### src/watchdog_pkg.sv
// Package with the watchdog control register layout, reset values and timebase constants.
package watchdog_pkg;

  ////////////////////////////////////////////////////////////////////////////
  // Control register placement and layout.
  localparam logic [7:0] CONTROL_ADDR = 8'hC0;
  localparam int PRESCALE_LSB = 4;
  localparam int IRQ_SEL_BIT = 3;
  localparam int STATUS_BIT = 2;
  localparam int ENABLE_BIT = 1;
  localparam int UNLOCK_BIT = 0;

  // Prescale codes with special meaning.
  localparam logic [3:0] PRESCALE_RESET = 4'h1;
  localparam logic [3:0] PRESCALE_MAX_TIMED = 4'h7;
  localparam logic [3:0] PRESCALE_IMMEDIATE = 4'h8;

  ////////////////////////////////////////////////////////////////////////////
  // Crystal timebase: the period is two to the code times the base span.
  localparam int XTAL_HZ = 32768;
  localparam int BASE_TICKS_DEFAULT = 512;
  localparam int COUNT_W = 17;

  // Two reference periods in milliseconds and their crystal tick counts.
  localparam int TIMEOUT_MS_CODE6 = 1000;
  localparam int TIMEOUT_MS_CODE7 = 2000;
  localparam int TICKS_CODE6 = TIMEOUT_MS_CODE6 * XTAL_HZ / 1000;
  localparam int TICKS_CODE7 = TIMEOUT_MS_CODE7 * XTAL_HZ / 1000;

  ////////////////////////////////////////////////////////////////////////////
  // Complete state of the block.
  typedef struct packed {
    logic [3:0] prescale;
    logic irq_sel;
    logic status;
    logic enable;
    logic unlock;
    logic [2:0] xtal_sync;
    logic [COUNT_W-1:0] count;
    logic reset_req;
    logic irq;
    logic [7:0] rdata;
  } wd_state_t;

  localparam wd_state_t STATE_RESET = '{prescale: PRESCALE_RESET, default: '0};

endpackage : watchdog_pkg

### src/watchdog_control_logic.sv
// Watchdog control logic with its control register on the processor's register bus.
`timescale 1ns/1ps
// Summary of operation
// - Four-bit prescale code selects timeout period; timeout gives a reset or an interrupt.
// - Code 8 resets immediately; codes above 8 are reserved and never time out.
// - Control bit 3 selects interrupt response; that interrupt is fixed high priority.
// - In interrupt mode the watchdog runs on as a periodic timer.
// - Status bit 2 is set on every watchdog timeout.
// - Status clears by writing zero or hardware reset; survives watchdog resets.
// - Writing enable bit 1 as one enables and restarts the timeout count.
// - Software must refresh the enable bit each period or the timeout fires.
// - Enable clears on write zero, reset response, hardware reset, supply-monitor interrupt.
// - Setting bit 0 unlocks; only the very next instruction may write the register.
// - Period is two to the code times 512 crystal periods, codes 0 to 7.
module watchdog_control_logic #(
  parameter int unsigned BASE_TICKS = watchdog_pkg::BASE_TICKS_DEFAULT
) (
  // System clock and hardware reset.
  input wire logic clock,
  input wire logic reset_n,
  // Crystal timebase pin.
  input wire logic xtal_clk,
  // Processor register bus.
  input wire logic [7:0] sfr_addr,
  input wire logic [7:0] sfr_wdata,
  input wire logic sfr_we,
  input wire logic instr_end,
  output logic [7:0] sfr_rdata,
  // Supply monitor event.
  input wire logic supply_monitor_irq,
  // Timeout responses.
  output logic wd_reset_req,
  output logic wd_irq
);

  localparam int CW = watchdog_pkg::COUNT_W;

  ////////////////////////////////////////////////////////////////////////////
  // Last tick index of the period for a timed prescale code.
  function automatic logic [CW-1:0] last_tick(input logic [2:0] code);
    logic [CW-1:0] span;
    span = CW'(BASE_TICKS) << code;
    last_tick = span - CW'(1);
  endfunction : last_tick

  ////////////////////////////////////////////////////////////////////////////
  // State and decoded terms.
  watchdog_pkg::wd_state_t q;
  watchdog_pkg::wd_state_t d;
  logic tick;
  logic timed;
  logic at_limit;
  logic immediate;
  logic timeout;
  logic fire_reset;
  logic wr;
  logic accept;
  logic [3:0] wdata_prescale;

  // A rising crystal edge is seen only after two synchronising stages.
  // Stage 0 feeds only stage 1; stage 2 just remembers the last synchronised level.
  assign tick = q.xtal_sync[1] & ~q.xtal_sync[2];
  assign timed = q.prescale <= watchdog_pkg::PRESCALE_MAX_TIMED;
  assign immediate = q.prescale == watchdog_pkg::PRESCALE_IMMEDIATE;
  assign at_limit = q.count == last_tick(q.prescale[2:0]);
  // Missing refresh: the count reaches the end of its period, or code 8 fires at once.
  assign timeout = q.enable && ((timed && tick && at_limit) || immediate);
  // Code 8 always resets, whatever the response bit says.
  assign fire_reset = !q.irq_sel || immediate;
  assign wr = sfr_we && (sfr_addr == watchdog_pkg::CONTROL_ADDR);
  // Only a write that follows the unlock step changes the register.
  assign accept = wr && q.unlock;
  assign wdata_prescale = sfr_wdata[7:4];

  ////////////////////////////////////////////////////////////////////////////
  // Next-state logic.
  always_comb
  begin
    d = q;
    d.xtal_sync = {q.xtal_sync[1:0], xtal_clk};
    d.reset_req = 1'b0;
    d.irq = 1'b0;

    // The count only advances on a timed code; reserved codes hold it still.
    if (q.enable && timed && tick)
    begin
      d.count = q.count + CW'(1);
    end

    // Two-step write protection.
    if (wr)
    begin
      if (q.unlock)
      begin
        d.prescale = sfr_wdata[7:4];
        d.irq_sel = sfr_wdata[watchdog_pkg::IRQ_SEL_BIT];
        d.enable = sfr_wdata[watchdog_pkg::ENABLE_BIT];
        if (!sfr_wdata[watchdog_pkg::STATUS_BIT])
        begin
          d.status = 1'b0;
        end
        if (sfr_wdata[watchdog_pkg::ENABLE_BIT])
        begin
          d.count = '0;
        end
        d.unlock = 1'b0;
      end
      else
      begin
        // A locked write only arms the unlock; every other bit is dropped.
        d.unlock = sfr_wdata[watchdog_pkg::UNLOCK_BIT];
      end
    end
    else if (instr_end && q.unlock)
    begin
      // The instruction after the unlock ended without a write.
      d.unlock = 1'b0;
    end

    // Timeout response; applied after the write so the status set wins.
    if (timeout)
    begin
      d.status = 1'b1;
      d.count = '0;
      if (fire_reset)
      begin
        d.reset_req = 1'b1;
        d.enable = 1'b0;
      end
      else
      begin
        d.irq = 1'b1;
      end
    end

    // A failing supply stops the watchdog so it cannot reset mid-recovery.
    if (supply_monitor_irq)
    begin
      d.enable = 1'b0;
    end

    // Reads return the current register; other addresses read zero.
    if (sfr_addr == watchdog_pkg::CONTROL_ADDR)
    begin
      d.rdata = {q.prescale, q.irq_sel, q.status, q.enable, q.unlock};
    end
    else
    begin
      d.rdata = 8'h00;
    end
  end

  ////////////////////////////////////////////////////////////////////////////
  // State register. Only the hardware reset loads its reset values, so the status flag
  // survives the system reset that this block itself requests.
  always_ff @(posedge clock or negedge reset_n)
  begin
    if (!reset_n)
    begin
      q <= watchdog_pkg::STATE_RESET;
    end
    else
    begin
      q <= d;
    end
  end

  // Outputs straight from the state register.
  assign sfr_rdata = q.rdata;
  assign wd_reset_req = q.reset_req;
  assign wd_irq = q.irq;
endmodule : watchdog_control_logic

### config.mk
export PLATFORM = sky130hd
export DESIGN_NAME = watchdog_control_logic
export DESIGN_NICKNAME = d
export VERILOG_FILES = /design/src/watchdog_pkg.sv /design/src/watchdog_control_logic.sv
export SDC_FILE = /design/constraint.sdc
export NUM_CORES = 1
export LEC_CHECK = 0
export BUFFER_PORTS_ARGS = -buffer_cell sky130_fd_sc_hd__buf_2
export CAP_MARGIN = 30
export CORE_ASPECT_RATIO = 1.1
export CORE_MARGIN = 8
export CORE_UTILIZATION = 50
export CTS_CLUSTER_SIZE = 28
export DETAILED_ROUTE_END_ITERATION = 10
export GPL_ROUTABILITY_DRIVEN = 0
export PLACE_DENSITY = 0.7
export SLEW_MARGIN = 25
export SYNTH_ARGS = -nofsm -noshare
export SYNTH_HDL_FRONTEND = slang
export SYNTH_SLANG_ARGS = --single-unit
### constraint.sdc
create_clock -name clock -period 3.7 [get_ports clock]
set_input_delay 1.11 -clock clock [delete_from_list [all_inputs] [get_ports clock]]
set_output_delay 1.11 -clock clock [all_outputs]
set_load 0.02 [all_outputs]
==> results.py, run 1 <==
metrics = {
    "status": {
        "status": "finished clean",
    },
    "clock_network": {
        "clock_latency_ns": 0.30,
        "cts_tree": "done",
        "cts.path.max_buffers": 2,
        "htreeDepth": 2,
        "cts_hold_buf": 0,
        "cts_sinks": 38,
        "postCtsSetupRepairBufs": 0,
        "cts.repair.resized": 0,
        "cts-root-buf": "clkbuf_8",
        "clk_pin_slew_ns": 0.08,
        "cts_buffers": 5,
    },
    "logic_synthesis": {
        "yosysWarnings": 0,
        "ys_seq_elements": 38,
        "async_flop_share": 1.00,
        "synth_cell_types": 49,
        "ys.flop_type": "dfrtp_1",
        "synth_edf_count": 0,
        "syn-cell-area_um2": 1930,
        "synth_nets": 205,
        "synth_cells": 182,
        "ys_seq_area_frac": 0.493,
        "avgSynthCellArea_um2": 10.6,
    },
    "worst_setup_path": {
        "cp-start-kind": "primary input",
        "crit_start": "sfr_addr[1]",
        "crit_path_end": "q[32]",
        "worstPathArrival_ns": 2.83,
        "worstReg2RegEnd": "wd_irq",
        "critPathKind": "in -> reg",
        "ff2ff_setup_slack_ns": 1.22,
        "rr_startpoint": "q[34]",
        "worstSetupEndpointType": "flip-flop",
        "critical_path_required_ns": 3.89,
        "reg2reg_depth": 5,
        "critPathMaxFanout": 10,
    },
    "sta": {
        "setup_viol": 0,
        "holdWs_ns": 0.353,
        "slew_headroom": 0.511,
        "period_minus_slack_ns": 2.64,
        "worst_pin_slew_ns": 0.730,
        "tns_ns": 0,
        "rsz0062_at_grt": "false",
        "fmax_ghz": 0.379,
        "finalHoldViolCount": 0,
        "slew_viol_final": 0,
        "fin_crit_sh": 0.713,
        "skew_ns": 0.0101,
    },
    "global_routing": {
        "use_met1": 0.154,
        "grtUsageTotal": 0.142,
        "grt_first_pass_wirelength_um": 6530,
        "antenna_found_initial": 0,
        "use_met3": 0.0468,
        "grt_pass1_vias": 1436,
        "busiest_layer": "met2",
        "met2_usage": 0.240,
        "grt_max_degree": 39,
        "grt.overflow.total": 0,
    },
    "job": {
        "maxCapViolations": 0,
    },
    "hold_path": {
        "hp-class": "reg -> reg",
    },
    "final_layout": {
        "utilization": 0.601,
        "num-nets-final": 228,
        "drive_gt1_frac": 0.286,
        "area.growth.synth_to_final_pct": 14.5,
        "final_area_um2": 2210,
        "diodes": 0,
    },
    "drt": {
        "drc": 0,
        "antenna_left": 0,
        "viasPerCell": 5.56,
        "wl_per_cell_um": 16.0,
        "routed_wl_um": 4090,
        "drt_iter0_drc": 100,
        "first_pass_iters": 4,
        "vias": 1424,
    },
    "power": {
        "leakage_nw": 1.05,
        "power_density_nw_per_um2": 393,
        "ir_drop_uv": 235,
    },
    "die": {
        "dieArea_um2": 6110,
        "fp-row-count": 23,
        "die_w_um": 75.3,
        "die_y_um": 81.2,
        "initial_core_util": 0.525,
        "fp.coreArea_um2": 3680,
        "ios": 32,
    },
    "placed_design": {
        "placed_area_um2": 2050,
        "port_buffers": 31,
        "dp_hpwl_um": 2940,
    },
}
[layer usage]
metal | vias up | share of wire
met5 | - | 0
met4 | 0 | 0.024
met3 | 9 | 0.048
met2 | 35 | 0.52
met1 | 691 | 0.40
li1 | 689 | -
[power by group]
part           switching, mW  internal (mW)
registers           0.000589          0.417
clock network          0.156          0.270
logic                 0.0134         0.0124
[sequential cells by signal, indices dropped and copies added, names as in the netlist]
name          cells
d                 2
q                26
sfr_rdata         8
wd_irq            1
wd_reset_req      1
[logic make-up (layout without fill, tap and decap cells)]
family / Yosys count / after routing / synth area share
compound gates: 17 / 17 / 0.0660
flops: 38 / 38 / 0.493
fa+ha+maj: 1 / 1 / 0.00647
simple gates: 83 / 83 / 0.265
xor+xnor: 12 / 12 / 0.0544
buf+inv: 23 / 47 / 0.0705
mux: 8 / 8 / 0.0447
[cell usage after synthesis, types with 2 or more instances]
cell type,instances,area [µm²]
or3_1,2,12.5
o21ai_0,2,10.0
nor3_1,15,75.1
clkbuf_1,4,15.0
nor2_1,9,33.8
and4bb_2,2,25.0
nand3_1,6,30.0
xnor2_1,8,70.1
and3_1,12,75.1
nand2_1,11,41.3
buf_4,8,60.1
buf_2,4,20.0
and2_1,2,12.5
buf_6,2,22.5
mux2_2,5,56.3
o22ai_1,3,18.8
nand3b_1,2,15.0
mux2i_1,3,30.0
and3_2,2,15.0
nand4_1,6,37.5
inv_1,5,18.8
nand2b_1,2,12.5
nor4bb_1,2,20.0
xor2_1,4,35.0
dfrtp_1,37,926
[worst max-delay path, stage by stage]
cell and delay [ns]:
buf_2 0.10, nor4_2 0.61, nand3_1 0.41, o21ai_0 0.23, or3b_1 0.35
[worst min-delay path by stage]
stage / startpoint / end / slack, ns / cells past startpoint
5_1_grt: d[28] / d[29] / 0.36 / 0
6_report: d[28] / d[29] / 0.35 / 0
4_1_cts: d[28] / d[29] / 0.36 / 0
3_3_place_gp: d[28] / d[29] / 0.34 / 0
3_5_place_dp: d[28] / d[29] / 0.34 / 0
2_1_floorplan: d[28] / d[29] / 0.33 / 0
[per-stage QoR]
step / instances / worst slack (ns) / total power [mW]
finish: 256 / 1.06 / 0.869
detailed placement: 247 / 0.761 / 0.448
global route: 256 / 0.951 / 0.903
global placement: 247 / 0.835 / 0.448
CTS: 255 / 1.10 / 0.877
floorplan: 182 / 1.14 / 0.428
[cell usage in the layout (no fill, tap or decap), types with 2 or more instances in the layout]
cell	count
or3_1	2
nor2_1	9
buf_2	31
o22ai_1	3
bufinv_16	2
xnor2_1	8
and3_1	12
nor3_1	15
mux2_2	5
inv_1	5
and4bb_2	2
nor4bb_1	2
mux2i_1	3
buf_4	2
nand4_1	6
nand2_1	11
nand3_1	6
nand2b_1	2
clkbuf_8	5
nand3b_1	2
and2_1	2
xor2_1	4
dfrtp_1	37
o21ai_0	2
and3_2	2
[cell type report]
cell class	count	area, µm²
clock buffers	5	68.8
multi-input cells	121	845
repair buffers	34	198
flip-flops and latches	38	952
fillers	317	1470
well taps	50	62.6
inverters	5	18.8
clock inverters	3	68.8
Power figures use the tool's default switching activity.
==> inputs of run 2 (changes only) <==
==> constraint.sdc (replaced) <==
create_clock -name clock -period 2.5 [get_ports clock]
set_input_delay 0.75 -clock clock [delete_from_list [all_inputs] [get_ports clock]]
set_output_delay 0.75 -clock clock [all_outputs]
set_load 0.02 [all_outputs]
==> results.py, run 2 (synthesized netlist as in run 1, its figures left out) <==
metrics = {
    "die": {
        "fp-row-count": 23,
        "ios": 32,
        "die_y_um": 81.2,
        "die_w_um": 75.3,
        "initial_core_util": 0.525,
        "dieArea_um2": 6110,
        "fp.coreArea_um2": 3680,
    },
    "sta": {
        "slew_headroom": 0.697,
        "period_minus_slack_ns": 2.19,
        "fmax_ghz": 0.457,
        "tns_ns": 0,
        "rsz0062_at_grt": "false",
        "slew_viol_final": 0,
        "fin_crit_sh": 0.875,
        "holdWs_ns": 0.343,
        "worst_slack_ns": 0.313,
        "finalHoldViolCount": 0,
        "worst_pin_slew_ns": 0.444,
        "skew_ns": 0.00639,
        "setup_viol": 0,
    },
    "drt": {
        "routed_wl_um": 4100,
        "viasPerCell": 5.63,
        "vias": 1464,
        "antenna_left": 0,
        "wl_per_cell_um": 15.8,
        "drt_iter0_drc": 103,
        "first_pass_iters": 4,
        "drc": 0,
    },
    "worst_setup_path": {
        "critPathMaxFanout": 13,
        "worstSetupEndpointType": "flip-flop",
        "reg2reg_depth": 6,
        "worstPathArrival_ns": 2.42,
        "critPathKind": "reg -> reg",
        "cp-start-kind": "flip-flop",
        "critical_path_required_ns": 2.74,
    },
    "global_routing": {
        "met2_usage": 0.241,
        "grt_pass1_vias": 1460,
        "grtUsageTotal": 0.141,
        "grt_max_degree": 39,
        "busiest_layer": "met2",
        "use_met3": 0.0357,
        "grt_first_pass_wirelength_um": 6690,
        "grt.overflow.total": 0,
        "antenna_found_initial": 0,
        "use_met1": 0.162,
    },
    "final_layout": {
        "diodes": 0,
        "largest_reg_flops": 26,
        "final_area_um2": 2240,
        "fillers": 336,
        "final_cell_mix": "37 x dfrtp_1, 31 x buf_2, 15 x nor3_1",
        "num-nets-final": 232,
        "regMostFlops": "q",
        "fin_cells": 260,
        "utilization": 0.608,
        "drive_gt1_frac": 0.300,
        "area.growth.synth_to_final_pct": 15.9,
        "final_common_cell": "dfrtp_1",
    },
    "power": {
        "leakage_nw": 1.07,
        "finalPower_mw": 1.30,
        "power_density_nw_per_um2": 581,
        "ir_drop_uv": 423,
    },
    "placed_design": {
        "dp_hpwl_um": 3040,
        "port_buffers": 31,
        "placed_area_um2": 2080,
        "numPlacedInstances": 251,
        "pre_cts_slack_ns": 0.213,
    },
    "clock_network": {
        "cts_tree": "done",
        "cts_sinks": 38,
        "postCtsSetupRepairBufs": 0,
        "cts.repair.resized": 0,
        "htreeDepth": 2,
        "cts-root-buf": "clkbuf_8",
        "clk_pin_slew_ns": 0.08,
        "cts.path.max_buffers": 2,
        "cts_buffers": 5,
        "cts_hold_buf": 0,
        "clock_latency_ns": 0.29,
    },
    "status": {
        "status": "finished clean",
    },
    "job": {
        "maxCapViolations": 0,
    },
    "hold_path": {
        "hp-class": "in -> async",
    },
}
==> run 2: changes by cell type in the layout (fill, tap and decap cells not counted), sizes merged <==
cell / before / now
buf: 34 / 38
clkbuf: 5 / 6
clkinv: 1 / 0
==> run 2: worst max-delay path, stage by stage, from the launching register on <==
cell and delay, ns:
dfstp_2 0.60, nor3_1 0.10, or4b_1 0.51, a32o_2 0.31, nor4b_4 0.20, buf_4 0.24
and3_1 0.17
==> run 2: per-layer routing <==
| layer | up-vias | part of all wire |
|---|---|---|
| met4 | 0 | 0.013 |
| met5 | - | 0 |
| met1 | 734 | 0.40 |
| met2 | 30 | 0.54 |
| li1 | 693 | - |
| met3 | 7 | 0.047 |
==> run 2: worst paths after layout <==
path | start | endpoint | slack (ns)
setup reg to reg | q[34] | wd_irq | 0.31
hold reg to reg | d[28] | d[29] | 0.35
hold / removal | reset_n | q[12] | 0.34
max in group asynchronous | reset_n | q[34] | 1.65
setup / recovery | q[34] | wd_irq | 0.31
min in group clock | d[28] | d[29] | 0.35
==> run 2: final cells by class <==
cell class	count	area [µm²]	area share
Timing Repair Buffer	38	220	0.0983
Inverter	5	18.8	0.00838
Sequential cell	38	952	0.425
Tap cell	50	62.6	0.0279
Multi-Input combinational cell	121	845	0.377
Clock buffer	6	82.6	0.0369
Clock inverter	2	60.1	0.0268
==> run 2: where the power goes <==
part | switching [mW] | internal (mW) | total, mW
Sequential | 0.000797 | 0.617 | 0.618
Clock | 0.222 | 0.426 | 0.648
Combinational | 0.0197 | 0.0175 | 0.0373
Total | 0.243 | 1.06 | 1.30
==> inputs of run 3 (changes only) <==
==> constraint.sdc (replaced) <==
create_clock -name clock -period 2.1 [get_ports clock]
set_input_delay 0.63 -clock clock [delete_from_list [all_inputs] [get_ports clock]]
set_output_delay 0.63 -clock clock [all_outputs]
set_load 0.02 [all_outputs]
==> results.py, run 3 (synthesized netlist as in run 1, its figures left out) <==
metrics = {
    "sta": {
        "worst_slack_ns": -0.00478,
        "rsz0062_at_grt": "true",
        "slew_viol_final": 0,
        "slew_headroom": 0.662,
        "setup_viol": 2,
        "finalHoldViolCount": 0,
        "period_minus_slack_ns": 2.10,
        "skew_ns": 0.00771,
        "worst_pin_slew_ns": 0.504,
        "fin_crit_sh": 1.00,
        "fmax_ghz": 0.475,
    },
    "drt": {
        "first_pass_iters": 4,
        "antenna_left": 0,
        "wl_per_cell_um": 15.6,
        "drt_iter0_drc": 73,
        "drc": 0,
        "viasPerCell": 5.49,
        "vias": 1477,
        "routed_wl_um": 4210,
    },
    "final_layout": {
        "largest_reg_flops": 26,
        "fillers": 326,
        "multiInputGateArea_um2": 856,
        "final_area_um2": 2300,
        "area.growth.synth_to_final_pct": 19.0,
        "regMostFlops": "q",
        "seq_area_um2": 952,
        "fin_cells": 269,
        "final_common_cell": "dfrtp_1",
        "diodes": 0,
        "num-nets-final": 242,
        "final_cell_mix": "37 x dfrtp_1, 31 x buf_2, 15 x buf_4",
        "drive_gt1_frac": 0.338,
    },
    "clock_network": {
        "cts_hold_buf": 0,
        "clock_latency_ns": 0.29,
        "cts.path.max_buffers": 2,
        "postCtsSetupRepairBufs": 0,
        "cts-root-buf": "clkbuf_8",
        "clk_pin_slew_ns": 0.07,
        "cts_buffers": 5,
        "htreeDepth": 2,
        "cts_sinks": 38,
        "cts_tree": "done",
    },
    "power": {
        "seqPwrFrac": 0.524,
        "power_density_nw_per_um2": 610,
        "leakage_nw": 1.10,
        "ir_drop_uv": 533,
        "swShare": 0.192,
        "p_int_mw": 1.14,
        "finalPower_mw": 1.40,
        "combPwrFrac": 0.031,
        "power_frac_clock": 0.445,
        "p_switching_mw": 0.269,
    },
    "die": {
        "dieArea_um2": 6110,
        "die_w_um": 75.3,
        "ios": 32,
        "die_y_um": 81.2,
        "fp-row-count": 23,
        "fp.coreArea_um2": 3680,
        "initial_core_util": 0.525,
    },
    "status": {
        "status": "finished with violations",
        "failed_checks": "setup timing",
    },
    "global_routing": {
        "grt_first_pass_wirelength_um": 7090,
        "grt_max_degree": 39,
        "grt.overflow.total": 0,
        "grtUsageTotal": 0.152,
        "antenna_found_initial": 0,
        "grt_pass1_vias": 1583,
    },
    "worst_setup_path": {
        "worstReg2RegEnd": "q[13]",
        "cp-start-kind": "flip-flop",
        "rr_startpoint": "q[34]",
        "reg2reg_depth": 6,
        "critical_path_required_ns": 2.27,
        "ff2ff_setup_slack_ns": -0.005,
        "worstPathArrival_ns": 2.28,
        "worstSetupEndpointType": "flip-flop",
        "critPathMaxFanout": 9,
        "critPathKind": "reg -> reg",
    },
    "hold_path": {
        "hp-class": "in -> async",
    },
    "placed_design": {
        "placed_area_um2": 2170,
        "dp_hpwl_um": 3200,
        "port_buffers": 31,
        "numPlacedInstances": 262,
        "pre_cts_slack_ns": -0.00950,
    },
    "job": {
        "maxCapViolations": 0,
    },
}
[run 3: per-layer routing]
layer / GRT usage / share of wire / up-vias
met5: 0 / 0 / -
met4: 0.0712 / 0.022 / 0
met3: 0.0431 / 0.049 / 9
met2: 0.276 / 0.55 / 32
met1: 0.156 / 0.38 / 718
li1: - / - / 718
[run 3: area by class of cell]
class,instances,share of cell area
inverters,5,0.00816
clock inverters,1,0.0131
flip-flops and latches,38,0.414
well taps,50,0.0272
clock buffers,6,0.0359
repair buffers,48,0.130
multi-input cells,121,0.372
[run 3: repair_timing]
item,CTS,global route
endpoints found under the setup margin,12,16
pin swaps,1,0
gates resized for setup,3,1
[run 3: worst max path at each step]
stage	start	to	slack, ns	cells after the start
global route	q[34]	q[21]	-0.10	6
floorplan	sfr_addr[1]	q[32]	0.02	4
finish	q[34]	q[13]	-0.005	6
global placement	q[34]	q[23]	0.01	6
CTS	q[34]	q[17]	-0.006	6
detailed placement	q[34]	q[21]	-0.009	6
[run 3: worst max-delay path: stages (launching register included)]
cell	delay (ns)
dfstp_2	0.57
nor3_2	0.06
or4b_1	0.51
a32o_2	0.32
nor4b_4	0.28
buf_6	0.18
nor3_1	0.06
[run 3: stage by stage]
stage,util,hold slack (ns),setup TNS (ns)
after floorplan,-,0.331,0
after global placement,0.590,0.343,0
after detailed placement,0.590,0.345,-0.0413
after CTS,0.624,0.295,-0.0208
after global routing,0.625,0.310,-0.987
final,0.625,0.285,-0.00644
[run 3: power by group through the flow]
stage	clock, mW	sequential (mW)	combinational, mW
floorplan	0	0.750	0.00448
global placement	0	0.750	0.0439
detailed placement	0	0.750	0.0450
CTS	0.648	0.736	0.0453
global route	0.675	0.736	0.0501
finish	0.625	0.736	0.0435
